File: src/hdl/ieflag_consts.vh
`ifndef IEFLAG_CONSTS_VH
`define IEFLAG_CONSTS_VH
// register byte addresses
`define IEF_ADDR_GCTL      12'h000
`define IEF_ADDR_PFLAG1    12'h004
`define IEF_ADDR_PFLAG2    12'h008
`define IEF_ADDR_PMASK1    12'h00c
`define IEF_ADDR_PMASK2    12'h010
`define IEF_ADDR_MASTER    12'h014
`define IEF_ADDR_SERVICE   12'h018
// global control bit positions
`define IEF_GC_CHG_ST      0
`define IEF_GC_EDGE_ST     1
`define IEF_GC_OVF_ST      2
`define IEF_GC_CHG_EN      3
`define IEF_GC_EDGE_EN     4
`define IEF_GC_OVF_EN      5
`define IEF_GC_PERI_EN     6
// writable bits of global control and of flag 2 and mask 2, and the reset byte
`define IEF_GC_WMASK       8'h7f
`define IEF_PF2_WMASK      8'h01
`define IEF_RESET_BYTE     8'h00
// service request codes
`define IEF_SVC_NONE       2'h0
`define IEF_SVC_EXT        2'h1
`define IEF_SVC_PERI       2'h2
// vector locations of the external handler
`define IEF_VEC_EXT_LO     16'h0002
`define IEF_VEC_EXT_HI     16'h0003
`endif

File: src/hdl/ieflag_sync.v
`timescale 1ns/1ps
`default_nettype none
// two flop synchroniser for a bus of pin levels
module ieflag_sync #(
    parameter W = 1
) (
    input  wire         pclk,
    input  wire         presetn,
    input  wire [W-1:0] d,
    output wire [W-1:0] q
);
    reg [W-1:0] meta_ff;
    reg [W-1:0] sync_ff;

    // first stage feeds only the second
    always @(posedge pclk or negedge presetn) begin
        if (!presetn) begin
            meta_ff <= {W{1'b0}};
            sync_ff <= {W{1'b0}};
        end else begin
            meta_ff <= d;
            sync_ff <= meta_ff;
        end
    end
    assign q = sync_ff;
endmodule
`default_nettype wire

File: src/hdl/ieflag_unit.v
// Design decisions made here: the register offsets and the APB slave port.
`timescale 1ns/1ps
`default_nettype none
`include "ieflag_consts.vh"
module ieflag_unit #(
    parameter AW = 12
) (
    input  wire          pclk,
    input  wire          presetn,
    input  wire          psel,
    input  wire          penable,
    input  wire          pwrite,
    input  wire [AW-1:0] paddr,
    input  wire [31:0]   pwdata,
    input  wire [3:0]    pstrb,
    output reg  [31:0]   prdata,
    output wire          pready,
    output wire          pslverr,
    input  wire          irq_n,
    input  wire [7:0]    data_port,
    input  wire          base_timer_ovf,
    input  wire [7:0]    peri_event_one,
    input  wire          capture_compare_two_evt,
    input  wire          token_done,
    output wire          svc_take,
    output reg  [1:0]    svc_kind_ff,
    output wire [15:0]   ext_vec_lo,
    output wire [15:0]   ext_vec_hi,
    output wire          peri_req,
    output wire          ext_req
);
    reg  [7:0] gctl_ff;
    reg  [7:0] pflag1_ff;
    reg  [7:0] pflag2_ff;
    reg  [7:0] pmask1_ff;
    reg  [7:0] pmask2_ff;
    reg        master_ff;
    reg        irq_s_prev_ff;
    reg  [4:0] port_prev_ff;
    reg  [7:0] nxt_gctl;
    reg  [7:0] nxt_pflag1;
    reg  [7:0] nxt_pflag2;
    reg        nxt_master;
    wire       irq_s_n;
    wire [4:0] port_s;
    wire       wr_en;
    wire       rd_en;
    wire       hit;
    wire [7:0] wbyte;
    wire       chg_evt;
    wire       edge_evt;
    wire       glob_req;

    // byte write with lane 0 strobe, returns merged value
    function [7:0] lane0;
        input [7:0] old;
        input [7:0] wd;
        input       stb;
        begin
            lane0 = stb ? wd : old;
        end
    endfunction

    // hardware set wins over a software clear in the same cycle
    function [7:0] flag_next;
        input [7:0] old;
        input [7:0] wd;
        input       wr;
        input [7:0] evt;
        begin
            flag_next = (wr ? wd : old) | evt;
        end
    endfunction

    // synchronise request pin, port bits 4..7 and port bit 0
    ieflag_sync #(
        .W (6)
    ) u_sync (
        .pclk    (pclk),
        .presetn (presetn),
        .d       ({irq_n, data_port[7:4], data_port[0]}),
        .q       ({irq_s_n, port_s})
    );

    // apb decode: zero wait states, unmapped reads zero and error
    assign pready  = 1'b1;
    assign wr_en   = psel & penable & pwrite;
    assign rd_en   = psel & penable & ~pwrite;
    assign hit     = (paddr == `IEF_ADDR_GCTL)   | (paddr == `IEF_ADDR_PFLAG1) |
                     (paddr == `IEF_ADDR_PFLAG2) | (paddr == `IEF_ADDR_PMASK1) |
                     (paddr == `IEF_ADDR_PMASK2) | (paddr == `IEF_ADDR_MASTER) |
                     (paddr == `IEF_ADDR_SERVICE);
    assign pslverr = psel & penable & ~hit;
    assign wbyte   = pwdata[7:0];

    // event detectors on synchronised port levels
    // port change
    assign chg_evt  = (port_s[4:1] != port_prev_ff[4:1]);
    assign edge_evt = (port_s[0] != port_prev_ff[0]);

    assign glob_req = (gctl_ff[`IEF_GC_CHG_ST]  & gctl_ff[`IEF_GC_CHG_EN]) |
                      (gctl_ff[`IEF_GC_EDGE_ST] & gctl_ff[`IEF_GC_EDGE_EN]) |
                      (gctl_ff[`IEF_GC_OVF_ST]  & gctl_ff[`IEF_GC_OVF_EN]);

    assign peri_req = master_ff & gctl_ff[`IEF_GC_PERI_EN] &
                      (|(pflag1_ff & pmask1_ff) | |(pflag2_ff & pmask2_ff) | glob_req);

    assign ext_req  = master_ff & ~irq_s_n;

    assign svc_take = token_done & (ext_req | (master_ff & glob_req) | peri_req);

    assign ext_vec_lo = `IEF_VEC_EXT_LO;
    assign ext_vec_hi = `IEF_VEC_EXT_HI;

    // next state of registers
    always @* begin
        nxt_gctl   = gctl_ff;
        nxt_pflag1 = pflag1_ff;
        nxt_pflag2 = pflag2_ff;
        nxt_master = master_ff;
        if (wr_en && paddr == `IEF_ADDR_GCTL) begin
            nxt_gctl = lane0(gctl_ff, wbyte, pstrb[0]) & `IEF_GC_WMASK;
        end
        nxt_gctl[`IEF_GC_CHG_ST]  = nxt_gctl[`IEF_GC_CHG_ST]  | chg_evt;
        nxt_gctl[`IEF_GC_EDGE_ST] = nxt_gctl[`IEF_GC_EDGE_ST] | edge_evt;
        nxt_gctl[`IEF_GC_OVF_ST]  = nxt_gctl[`IEF_GC_OVF_ST]  | base_timer_ovf;
        nxt_pflag1 = flag_next(pflag1_ff, wbyte,
                               wr_en && paddr == `IEF_ADDR_PFLAG1 && pstrb[0], peri_event_one);
        nxt_pflag2 = flag_next(pflag2_ff, wbyte,
                               wr_en && paddr == `IEF_ADDR_PFLAG2 && pstrb[0],
                               {7'h00, capture_compare_two_evt}) & `IEF_PF2_WMASK;
        if (wr_en && paddr == `IEF_ADDR_MASTER && pstrb[0]) begin
            nxt_master = wbyte[0];
        end
        // taking a request clears master enable
        if (svc_take) begin
            nxt_master = 1'b0;
        end
    end

    // register state
    // all clear on reset except the request pin history, which resets high
    always @(posedge pclk or negedge presetn) begin
        if (!presetn) begin
            gctl_ff       <= `IEF_RESET_BYTE;
            pflag1_ff     <= `IEF_RESET_BYTE;
            pflag2_ff     <= `IEF_RESET_BYTE;
            pmask1_ff     <= `IEF_RESET_BYTE;
            pmask2_ff     <= `IEF_RESET_BYTE;
            master_ff     <= 1'b0;
            irq_s_prev_ff <= 1'b1;
            port_prev_ff  <= 5'h00;
        end else begin
            gctl_ff       <= nxt_gctl;
            pflag1_ff     <= nxt_pflag1;
            pflag2_ff     <= nxt_pflag2;
            master_ff     <= nxt_master;
            irq_s_prev_ff <= irq_s_n;
            port_prev_ff  <= port_s;
            if (wr_en && paddr == `IEF_ADDR_PMASK1) begin
                pmask1_ff <= lane0(pmask1_ff, wbyte, pstrb[0]);
            end
            if (wr_en && paddr == `IEF_ADDR_PMASK2) begin
                pmask2_ff <= lane0(pmask2_ff, wbyte, pstrb[0]) & `IEF_PF2_WMASK;
            end
        end
    end

    // kind of last taken request, external has priority
    // separate peripheral handler
    always @(posedge pclk or negedge presetn) begin
        if (!presetn) begin
            svc_kind_ff <= `IEF_SVC_NONE;
        end else if (svc_take) begin
            svc_kind_ff <= ext_req ? `IEF_SVC_EXT : `IEF_SVC_PERI;
        end
    end

    // read mux
    // flags readable
    always @* begin
        prdata = 32'h0000_0000;
        if (rd_en) begin
            case (paddr)
                `IEF_ADDR_GCTL:    prdata = {24'h000000, gctl_ff};
                `IEF_ADDR_PFLAG1:  prdata = {24'h000000, pflag1_ff};
                `IEF_ADDR_PFLAG2:  prdata = {24'h000000, pflag2_ff};
                `IEF_ADDR_PMASK1:  prdata = {24'h000000, pmask1_ff};
                `IEF_ADDR_PMASK2:  prdata = {24'h000000, pmask2_ff};
                `IEF_ADDR_MASTER:  prdata = {31'h00000000, master_ff};
                `IEF_ADDR_SERVICE: prdata = {29'h00000000, irq_s_prev_ff, svc_kind_ff};
                default:           prdata = 32'h0000_0000;
            endcase
        end
    end
endmodule
`default_nettype wire

File: config.mk
export PLATFORM = sky130hd
export DESIGN_NAME = ieflag_unit
export DESIGN_NICKNAME = d
export VERILOG_FILES = /design/src/hdl/ieflag_sync.v /design/src/hdl/ieflag_unit.v
export VERILOG_INCLUDE_DIRS = /design/src /design/src/hdl
export SDC_FILE = /design/constraint.sdc
export NUM_CORES = 1
export LEC_CHECK = 0
export BUFFER_PORTS_ARGS = -buffer_cell sky130_fd_sc_hd__buf_2
export CORE_MARGIN = 3
export CORE_UTILIZATION = 35
export DETAILED_ROUTE_END_ITERATION = 16
export GPL_TIMING_DRIVEN = 0
export PLACE_DENSITY = 0.67
export SYNTH_ARGS = -nofsm -noshare
export SYNTH_HDL_FRONTEND = slang
export SYNTH_HIERARCHICAL = 1
export SYNTH_SLANG_ARGS = --single-unit
File: constraint.sdc
create_clock -name pclk -period 1.17 [get_ports pclk]
set_input_delay 0.117 -clock pclk [delete_from_list [all_inputs] [get_ports pclk]]
set_output_delay 0.117 -clock pclk [all_outputs]
set_load 0.01 [all_outputs]
# After elaboration in Yosys (flattened, before gate mapping)
# Cells that the tools add are included.
# totals
ff_bits	46
input_bits	73
out_inout_bits	71
word_cells	79
# classes
eq_ne	8
mux	9
bitwise	34
n_reduce_logical	16
# op_table
cell	count
one-hot mux 8 bit (7 select lines)	1
equality test 12 x 5 -> 1 bit (second input constant)	3
equality test 12 x 4 -> 1 bit (second input constant)	2
2-to-1 mux 8 bit	2
bitwise OR 1 bit	16
OR reduction 8 bit	2
AND 1 bit	13
equality test 12 x 3 -> 1 bit (second input constant)	1
logical NOT 12 bit	1
logical AND 1 bit	9
AND 8 bit	1
bitwise OR 8 bit	1
2-to-1 mux 3 bit	2
AND reduction 2 bit	3
inequality test 4 bit	1
2-to-1 mux 1 bit	3
inverter 1 bit	3
2-to-1 mux 2 bit	1
nonzero test 2 bit	1
inequality test 1 bit	1

# Depth between registers and ports, before layout
# Gate-level depths: netlist (run 1).
# depth
depth_word	9
ltp_mapped	6
ltp_nobuf	4

# Cells and area by module
# The synthesis (run 1) kept the hierarchy.
# by_module_without_submodules
module	instances	cells_each	area_each_um2
ieflag_unit	1	255	2389.8
ieflag_sync	1	12	300.3

# Worst setup path after synthesis (run 1)
# OpenSTA, ideal clock, no wires.
# synth_timing
path_kind	input to output
startpoint	input paddr[5]
endpoint	output prdata[7]
arrival_ns	1.227
required_ns	1.053
path_slack_ns	-0.174
path_stages	5
path_buffers	1
cell_sequence	nor3_1 and2_1 buf_4 nand3_1 nor3_1
# synth_via
elab_chain_len	3
# synth_lines
element	line	source
from (decl)	ieflag_unit.v:13	input wire [AW-1:0] paddr,
equality test 12 x 5 -> 1 bit, or another cell as far along	ieflag_unit.v:184	case (paddr)
one-hot mux 8 bit (7 select lines) (*)	ieflag_unit.v:184	
2-to-1 mux 8 bit (*)	ieflag_unit.v:183	if (rd_en) begin
to (decl)	ieflag_unit.v:16	output reg [31:0] prdata,
# Mark *: on every way between the ends. The rest lies on a longest branch, timed or not.

# Worst setup path after layout (run 1)
# layout_timing
startpoint	register pmask1_ff[4]
endpoint	output svc_take
# layout_via
elab_chain_len	7
# layout_lines
element	line	source
from (decl)	ieflag_unit.v:35	reg [7:0] pmask1_ff;
from (signal assigned)	ieflag_unit.v:148	pmask1_ff <= `IEF_RESET_BYTE;
from (signal assigned)	ieflag_unit.v:161	pmask1_ff <= lane0(pmask1_ff, wbyte, pstrb[0]);
AND 8 bit	ieflag_unit.v:106	(|(pflag1_ff & pmask1_ff) | |(pflag2_ff & pmask2_ff) | glob_req);
OR reduction 8 bit	ieflag_unit.v:106	
bitwise OR 1 bit (2 in series)	ieflag_unit.v:106	
AND 1 bit	ieflag_unit.v:105	assign peri_req = master_ff & gctl_ff[`IEF_GC_PERI_EN] &
bitwise OR 1 bit	ieflag_unit.v:110	assign svc_take = token_done & (ext_req | (master_ff & glob_req) | peri_req);
AND 1 bit	ieflag_unit.v:110	
to (decl)	ieflag_unit.v:25	output wire svc_take,
# No other way between the ends.

==> qor.csv, run 1 <==
stage,metric,value,unit
outcome,status,"finished, violations left",
outcome,violations,"hold timing, setup timing",
detailed_routing,dr_wl_met3,577,um
critical_path,crit_path_max_incr_delay,0.39,ns
synthesis,synth_edf_count,0,
power_and_ir_drop,power_density,874,mW/mm2
critical_path,worstSetupPathType,flop to output pin,
detailed_routing,met2WireLength,3640,um
detailed_routing,dr.pass1.iters,4,
global_route,antenna_found_initial,0,
synthesis,synth_ff_type,dfrtp_1,
synthesis,avgSynthCellArea,10.1,um2
synthesis,synth_xor_area_share,1.63,%
cells_and_area,final_layout_size_suffix_gt1_share,49.6,%
detailed_routing,num_vias,2372,
placed_design,dp_hpwl,5190,um
cells_and_area,diodes,0,
synthesis,synthMuxAreaShare,9.16,%
cells_and_area,area_growth,47.1,%
floorplan,dieArea,0.00877,mm2
power_and_ir_drop,leakagePower,1.96,nW
timing,min_period,1.79,ns
timing,clock_skew,0.00854,ns
power_and_ir_drop,power.total,3.46,mW
critical_path,path_cells,a222oi_1 -> nand2_1 -> o21ai_2 -> a31oi_1 -> buf_2,
floorplan,core_area,0.00737,mm2
timing,slew_headroom,31.7,%
global_route,grt_pass1_vias,2259,
synthesis,synth_top_family_by_area,buffers and inverters,
floorplan,rows,31,
clocking,tritoncts,yes,
critical_path,critical-path-slowest-cell,dfrtp_1,
detailed_routing,avgViaCountPerCell,4.65,
clocking,cts.sinks,46,
critical_path,critPathRequiredTime,1.05,ns
synthesis,ys_async_sr_fraction,100,%
critical_path,cp-start-kind,flop,
critical_path,path_delay_family,compound AO/OA/AOI/OAI gates,
cells_and_area,finalNonFillerCells,510,
global_route,overflow,0,
timing,hold_slack,-0.00956,ns
synthesis,syn_inst,267,
timing,min_period_over_period,153,%
timing,fmax,557,MHz
clocking,cts_made_buffers,5,
clocking,clock_path_buffers,2,
job,drv_cap,0,
synthesis,ys_warn_count,6,
cells_and_area,fin_util,53.7,%
synthesis,ys_seq_elements,46,
detailed_routing,drc,0,
worst_hold_path,hold_class,input port to asynchronous set/reset pin,
placed_design,gp_congestion,0.898,
placed_design,io_buffers,54,
timing,setup_viol,22,
floorplan,die_width,93.7,um
detailed_routing,wl_per_cell,14.4,um
clocking,htree_levels,2,
cells_and_area,final_nets,483,
global_route,grtUsageTotal,16.1,%
critical_path,worst_setup_path_end_kind,output pin,
synthesis,synth_top_cell_by_area,dfrtp_1,
global_route,grt_max_degree,47,
synthesis,ys_types,45,
synthesis,synthTopCellsByCount,"buf_4, dfrtp_1, a31oi_1",
synthesis,synth_fa_ha_area_share,0,%
synthesis,synth-compound-area-share,12.0,%
floorplan,dieHeight,93.7,um
placed_design,dp_cells,475,
detailed_routing,top_layer,met4,
timing,slew_violations,0,
synthesis,synthTopCellsByArea,"dfrtp_1, buf_4, mux2_2",
timing,finalHoldViolCount,28,
floorplan,io_pins,144,
cells_and_area,design_area,0.00396,mm2
synthesis,yosys.area_share.simple,15.3,%
detailed_routing,drt_iter0_drc,145,
clocking,cts-root-buf,clkbuf_8,
critical_path,critPathMaxFanout,3,
synthesis,ys_seq_area_share,42.8,%
detailed_routing,wirelength,7360,um
placed_design,post_dp_cell_area,0.00337,mm2
timing,setup_ws,-0.624,ns
critical_path,crit_buf_inv,1,
timing,worst_pin_slew,1.02,ns
clocking,clkLatencyLatePin,0.30,ns
critical_path,critPathArrivalTime,1.68,ns
detailed_routing,met1_length,3020,um
synthesis,synth_most_common_cell,buf_4,
power_and_ir_drop,ir_drop,0.000619,V
floorplan,start_util,36.5,%
clocking,clk_pin_slew,0.09,ns
global_route,grt_pass1_wl,11200,um
synthesis,netlist.area_leader.share,41.9,%
synthesis,synthesis.area,0.00269,mm2
timing,rsz0062_at_grt,true,
detailed_routing,ant_nets,0,
==> logic make-up after synthesis <==
family,Yosys count
DFF,46
buffers and inverters,74
and+or+nand+nor,69
AOI/OAI and AO/OA,48
other,2
muxes,23
xor gates and xnor gates,5
==> area by class of cell <==
type | instances | area [um2]
well taps | 99 | 124
multi-input cells | 202 | 1500
fillers | 662 | 3410
inverters | 5 | 18.8
plain buffers | 68 | 513
clock buffers | 5 | 68.8
repair buffers | 82 | 532
flip-flops and latches | 46 | 1150
clock inverters | 3 | 47.5
==> where the power goes <==
part / leakage, nW / total [mW] / internal [mW] / switching (mW)
Sequential: 0.530 / 1.64 / 1.62 / 0.0152
Combinational: 1.37 / 0.589 / 0.271 / 0.318
Clock: 0.0591 / 1.23 / 0.652 / 0.582
==> per-layer routing <==
layer  vias up  global-route usage (%)
li1       1138                       -
met1      1112                    21.3
met2       112                    27.3
met3        10                    3.45
met4         0                    3.49
met5         -                       0
==> stage by stage <==
stage / worst slack (ns) / TNS [ns]
finish: -0.624 / -5.17
floorplan: -0.144 / -2.70
global placement: -0.601 / -16.78
detailed placement: -0.653 / -17.57
CTS: -0.573 / -5.81
global route: -0.666 / -7.22
==> registers in the layout (all words and copies together), names as in the netlist <==
register        flops
flag_next.old       1
gctl_ff             7
irq_s_prev_ff       1
master_ff           1
pflag1_ff           8
pmask1_ff           8
pmask2_ff           1
port_prev_ff        5
svc_kind_ff         2
u_sync/meta_ff      6
u_sync/q            6
==> what timing repair did <==
item | 4_1_cts | 5_1_grt
endpoints found under the hold margin | 6 | 1
buffers inserted | 15 | 7
hold buffers | 6 | 1
gates resized for setup | 26 | 28
pin swaps | 15 | 15
setup endpoints to repair | 37 | 36
==> placed cells by master, fill, tap and decap left out, types with 5 or more instances in the layout <==
master	Yosys	routed
buf_4	58	75
conb_1	2	57
buf_2	2	52
dfrtp_1	45	44
a31oi_1	15	14
mux2_2	13	12
mux2i_1	10	10
buf_6	1	9
nand4_1	9	9
nand2_1	10	9
nor2_1	11	8
o21bai_1	8	8
nand3_1	9	8
dlygate4sd3_1	0	7
clkbuf_2	1	6
nor4_4	1	6
inv_1	5	5
clkbuf_8	0	5
==> worst paths after layout <==
path                                   start            to  slack (ns)  cells after the start
max in group asynchronous            presetn     master_ff        0.48                      1
min reg2reg                u_sync/meta_ff[3]   u_sync/q[3]        0.36                      0
max reg2reg                       gctl_ff[2]     master_ff       -0.32                      5
min in group pclk             base_timer_ovf    gctl_ff[2]           0                      2
min                                  presetn  pmask1_ff[1]       -0.01                      1
max                             pmask1_ff[4]      svc_take       -0.62                      5
Note: power is estimated with default switching activity, not from simulation.
==> run 2, diff against run 1 <==
- ABC_AREA: unset -> 1
- PLACE_DENSITY: 0.67 -> unset
- clock period: 1.17 -> 2 ns (I/O delays scaled with it)
==> run 2 against run 1 <==
The flow now finishes without violations. Clock skew is 0.00081 ns lower. Wire length shrank 17%. Largest power group unchanged. Worst hold slack gained 0.095 ns. Synthesized cell count up 22%. Sequential power down 42%. Clock-buffer cell count unchanged. Global-route usage down 2.4 points. Critical path type unchanged. Largest cell class unchanged.
==> qor.csv, run 2 <==
stage,metric,value,unit
timing,setup_viol,0,
clocking,clock_path_buffers,2,
timing,slew_violations,0,
power_and_ir_drop,ir_drop,0.000385,V
cells_and_area,largestRegisters,"pflag1_ff x8, pmask1_ff x8, gctl_ff x7",
synthesis,ys_types,27,
detailed_routing,avgViaCountPerCell,4.10,
timing,worst_pin_slew,1.03,ns
timing,finalSetupTns,0,ns
timing,clock_skew,0.00773,ns
floorplan,die_width,94.0,um
clocking,cts.sinks,46,
global_route,antenna_found_initial,0,
placed_design,io_buffers,56,
job,drv_cap,0,
synthesis,ys_seq_area_share,42.6,%
synthesis,synth_top_cell_by_area,dfrtp_1,
floorplan,dieArea,0.00883,mm2
outcome,status,finished clean,
power_and_ir_drop,p_comb_share,13.6,%
synthesis,synthTopCellsByArea,"dfrtp_1, buf_4, nand2_1",
power_and_ir_drop,power_density,545,mW/mm2
detailed_routing,wl_per_cell,11.1,um
critical_path,cp-start-kind,flop,
timing,min_period,1.81,ns
clocking,cts-root-buf,clkbuf_8,
synthesis,synth_most_common_cell,buf_4,
synthesis,avgSynthCellArea,8.28,um2
power_and_ir_drop,p_sw_share,23.9,%
floorplan,rows,31,
power_and_ir_drop,p_sw,0.455,mW
detailed_routing,drc,0,
synthesis,syn_inst,327,
synthesis,ys_warn_count,6,
global_route,overflow,0,
clocking,htree_levels,2,
cells_and_area,diodes,0,
critical_path,critPathArrivalTime,1.61,ns
clocking,tritoncts,yes,
critical_path,critPathRequiredTime,1.80,ns
power_and_ir_drop,pwr-share-clk,36.1,%
power_and_ir_drop,seqPwrFrac,50.3,%
power_and_ir_drop,power.total,1.90,mW
synthesis,synthTopCellsByCount,"buf_4, nand2_1, dfrtp_1",
synthesis,synth_ff_type,dfrtp_1,
cells_and_area,finalNonFillerCells,551,
global_route,grtUsageTotal,13.8,%
synthesis,synthesis.area,0.00271,mm2
floorplan,start_util,36.7,%
placed_design,post_dp_cell_area,0.00332,mm2
worst_hold_path,hold_class,input port to asynchronous set/reset pin,
timing,fmax,554,MHz
floorplan,io_pins,144,
power_and_ir_drop,leakagePower,1.88,nW
synthesis,ys_seq_elements,46,
timing,rsz0062_at_grt,false,
critical_path,startpoint,gctl_ff[2],
clocking,clkLatencyLatePin,0.29,ns
placed_design,dp_hpwl,4690,um
floorplan,core_area,0.00737,mm2
critical_path,worst_setup_path_end_kind,output pin,
critical_path,r2r-start,gctl_ff[2],
placed_design,gp_congestion,0.872,
cells_and_area,final_layout_size_suffix_gt1_share,32.1,%
detailed_routing,dr.pass1.iters,4,
floorplan,dieHeight,94.0,um
cells_and_area,design_area,0.00349,mm2
detailed_routing,wirelength,6110,um
synthesis,netlist.area_leader.share,41.6,%
clocking,clk_pin_slew,0.09,ns
cells_and_area,fin_util,47.4,%
cells_and_area,area_growth,28.9,%
timing,setup_ws,0.193,ns
placed_design,post-place-ws,0.193,ns
synthesis,ys_async_sr_fraction,100,%
cells_and_area,final_nets,524,
detailed_routing,drt_iter0_drc,121,
timing,finalHoldViolCount,0,
timing,min_period_over_period,90.3,%
placed_design,dp_cells,537,
global_route,grt_pass1_wl,9610,um
cells_and_area,final_common_cell,buf_4,
clocking,cts_made_buffers,5,
critical_path,critPathMaxFanout,3,
global_route,grt_pass1_vias,2017,
synthesis,synth_edf_count,0,
cells_and_area,final_cell_mix,"buf_4, nand2_1, conb_1, buf_2, dfrtp_1",
timing,slew_headroom,31.4,%
detailed_routing,num_vias,2261,
detailed_routing,ant_nets,0,
power_and_ir_drop,internal-power,1.45,mW
timing,hold_slack,0.0850,ns
global_route,grt_max_degree,47,
critical_path,worstSetupPathType,flop to output pin,
run 2: changes by cell type after synthesis, sizes merged, moves of 15 or more:
cell,previous run,this run
nor2,13,33
inv,5,29
a31oi,15,0
o21ai,7,27
nand3,10,41
nand2,10,60
run 2: worst paths after layout:
check / to / slack, ns / cells past startpoint
min reg2reg: u_sync/q[1] / 0.36 / 0
max: svc_take / 0.19 / 9
max reg2reg: master_ff / 0.68 / 9
min: pflag1_ff[5] / 0.09 / 1
min in group pclk: pflag1_ff[6] / 0.10 / 3
max in group asynchronous: u_sync/q[0] / 1.29 / 1
run 2: what timing repair did:
| item | 4_1_cts | 5_1_grt |
|---|---|---|
| buffers inserted | 0 | 0 |
| gates resized for setup | 0 | 0 |
| hold endpoints to repair | 5 | 1 |
| hold buffers | 5 | 1 |
run 2: metal layers:
metal | global-route usage (%) | vias up | wire, um
li1 | - | 1182 | -
met1 | 17.2 | 992 | 2600
met2 | 24.5 | 81 | 2980
met3 | 2.96 | 6 | 482
met4 | 2.53 | 0 | 44
met5 | 0 | - | 0
run 2: logic make-up (layout without fill, tap and decap cells):
| group | Yosys count | in the layout | share of synthesized area, % |
|---|---|---|---|
| AND/OR/NAND/NOR | 142 | 142 | 25.3 |
| buffers and inverters | 92 | 162 | 22.5 |
| flip-flops | 46 | 46 | 42.6 |
| AO/OA/AOI/OAI | 40 | 40 | 7.76 |
| XOR/XNOR | 5 | 5 | 1.62 |
| other | 2 | 57 | 0.277 |
run 2: layout make-up:
cell class	instances	area [um2]
clock inverters	3	43.8
plain buffers	63	499
flip-flops and latches	46	1150
repair buffers	62	340
multi-input cells	244	1150
well taps	99	124
clock buffers	5	68.8
fillers	735	3880
inverters	29	109
run 2: worst max-delay path, stage by stage, from the launching register on:
cell and delay (ns):
dfrtp_1 0.42, nand2_1 0.08, nand3_1 0.12, nor2_1 0.13
nand3_1 0.08, nand2_1 0.10, nand2_1 0.09, nand2_1 0.10
inv_1 0.07, buf_2 0.14
run 2: power groups by stage:
stage          registers [mW]  clock network [mW]  logic (mW)
2_1_floorplan           0.974                   0       0.172
3_3_place_gp            0.975                   0       0.246
3_5_place_dp            0.976                   0       0.247
4_1_cts                 0.957               0.709       0.255
5_1_grt                 0.960               0.744       0.288
6_report                0.957               0.687       0.259
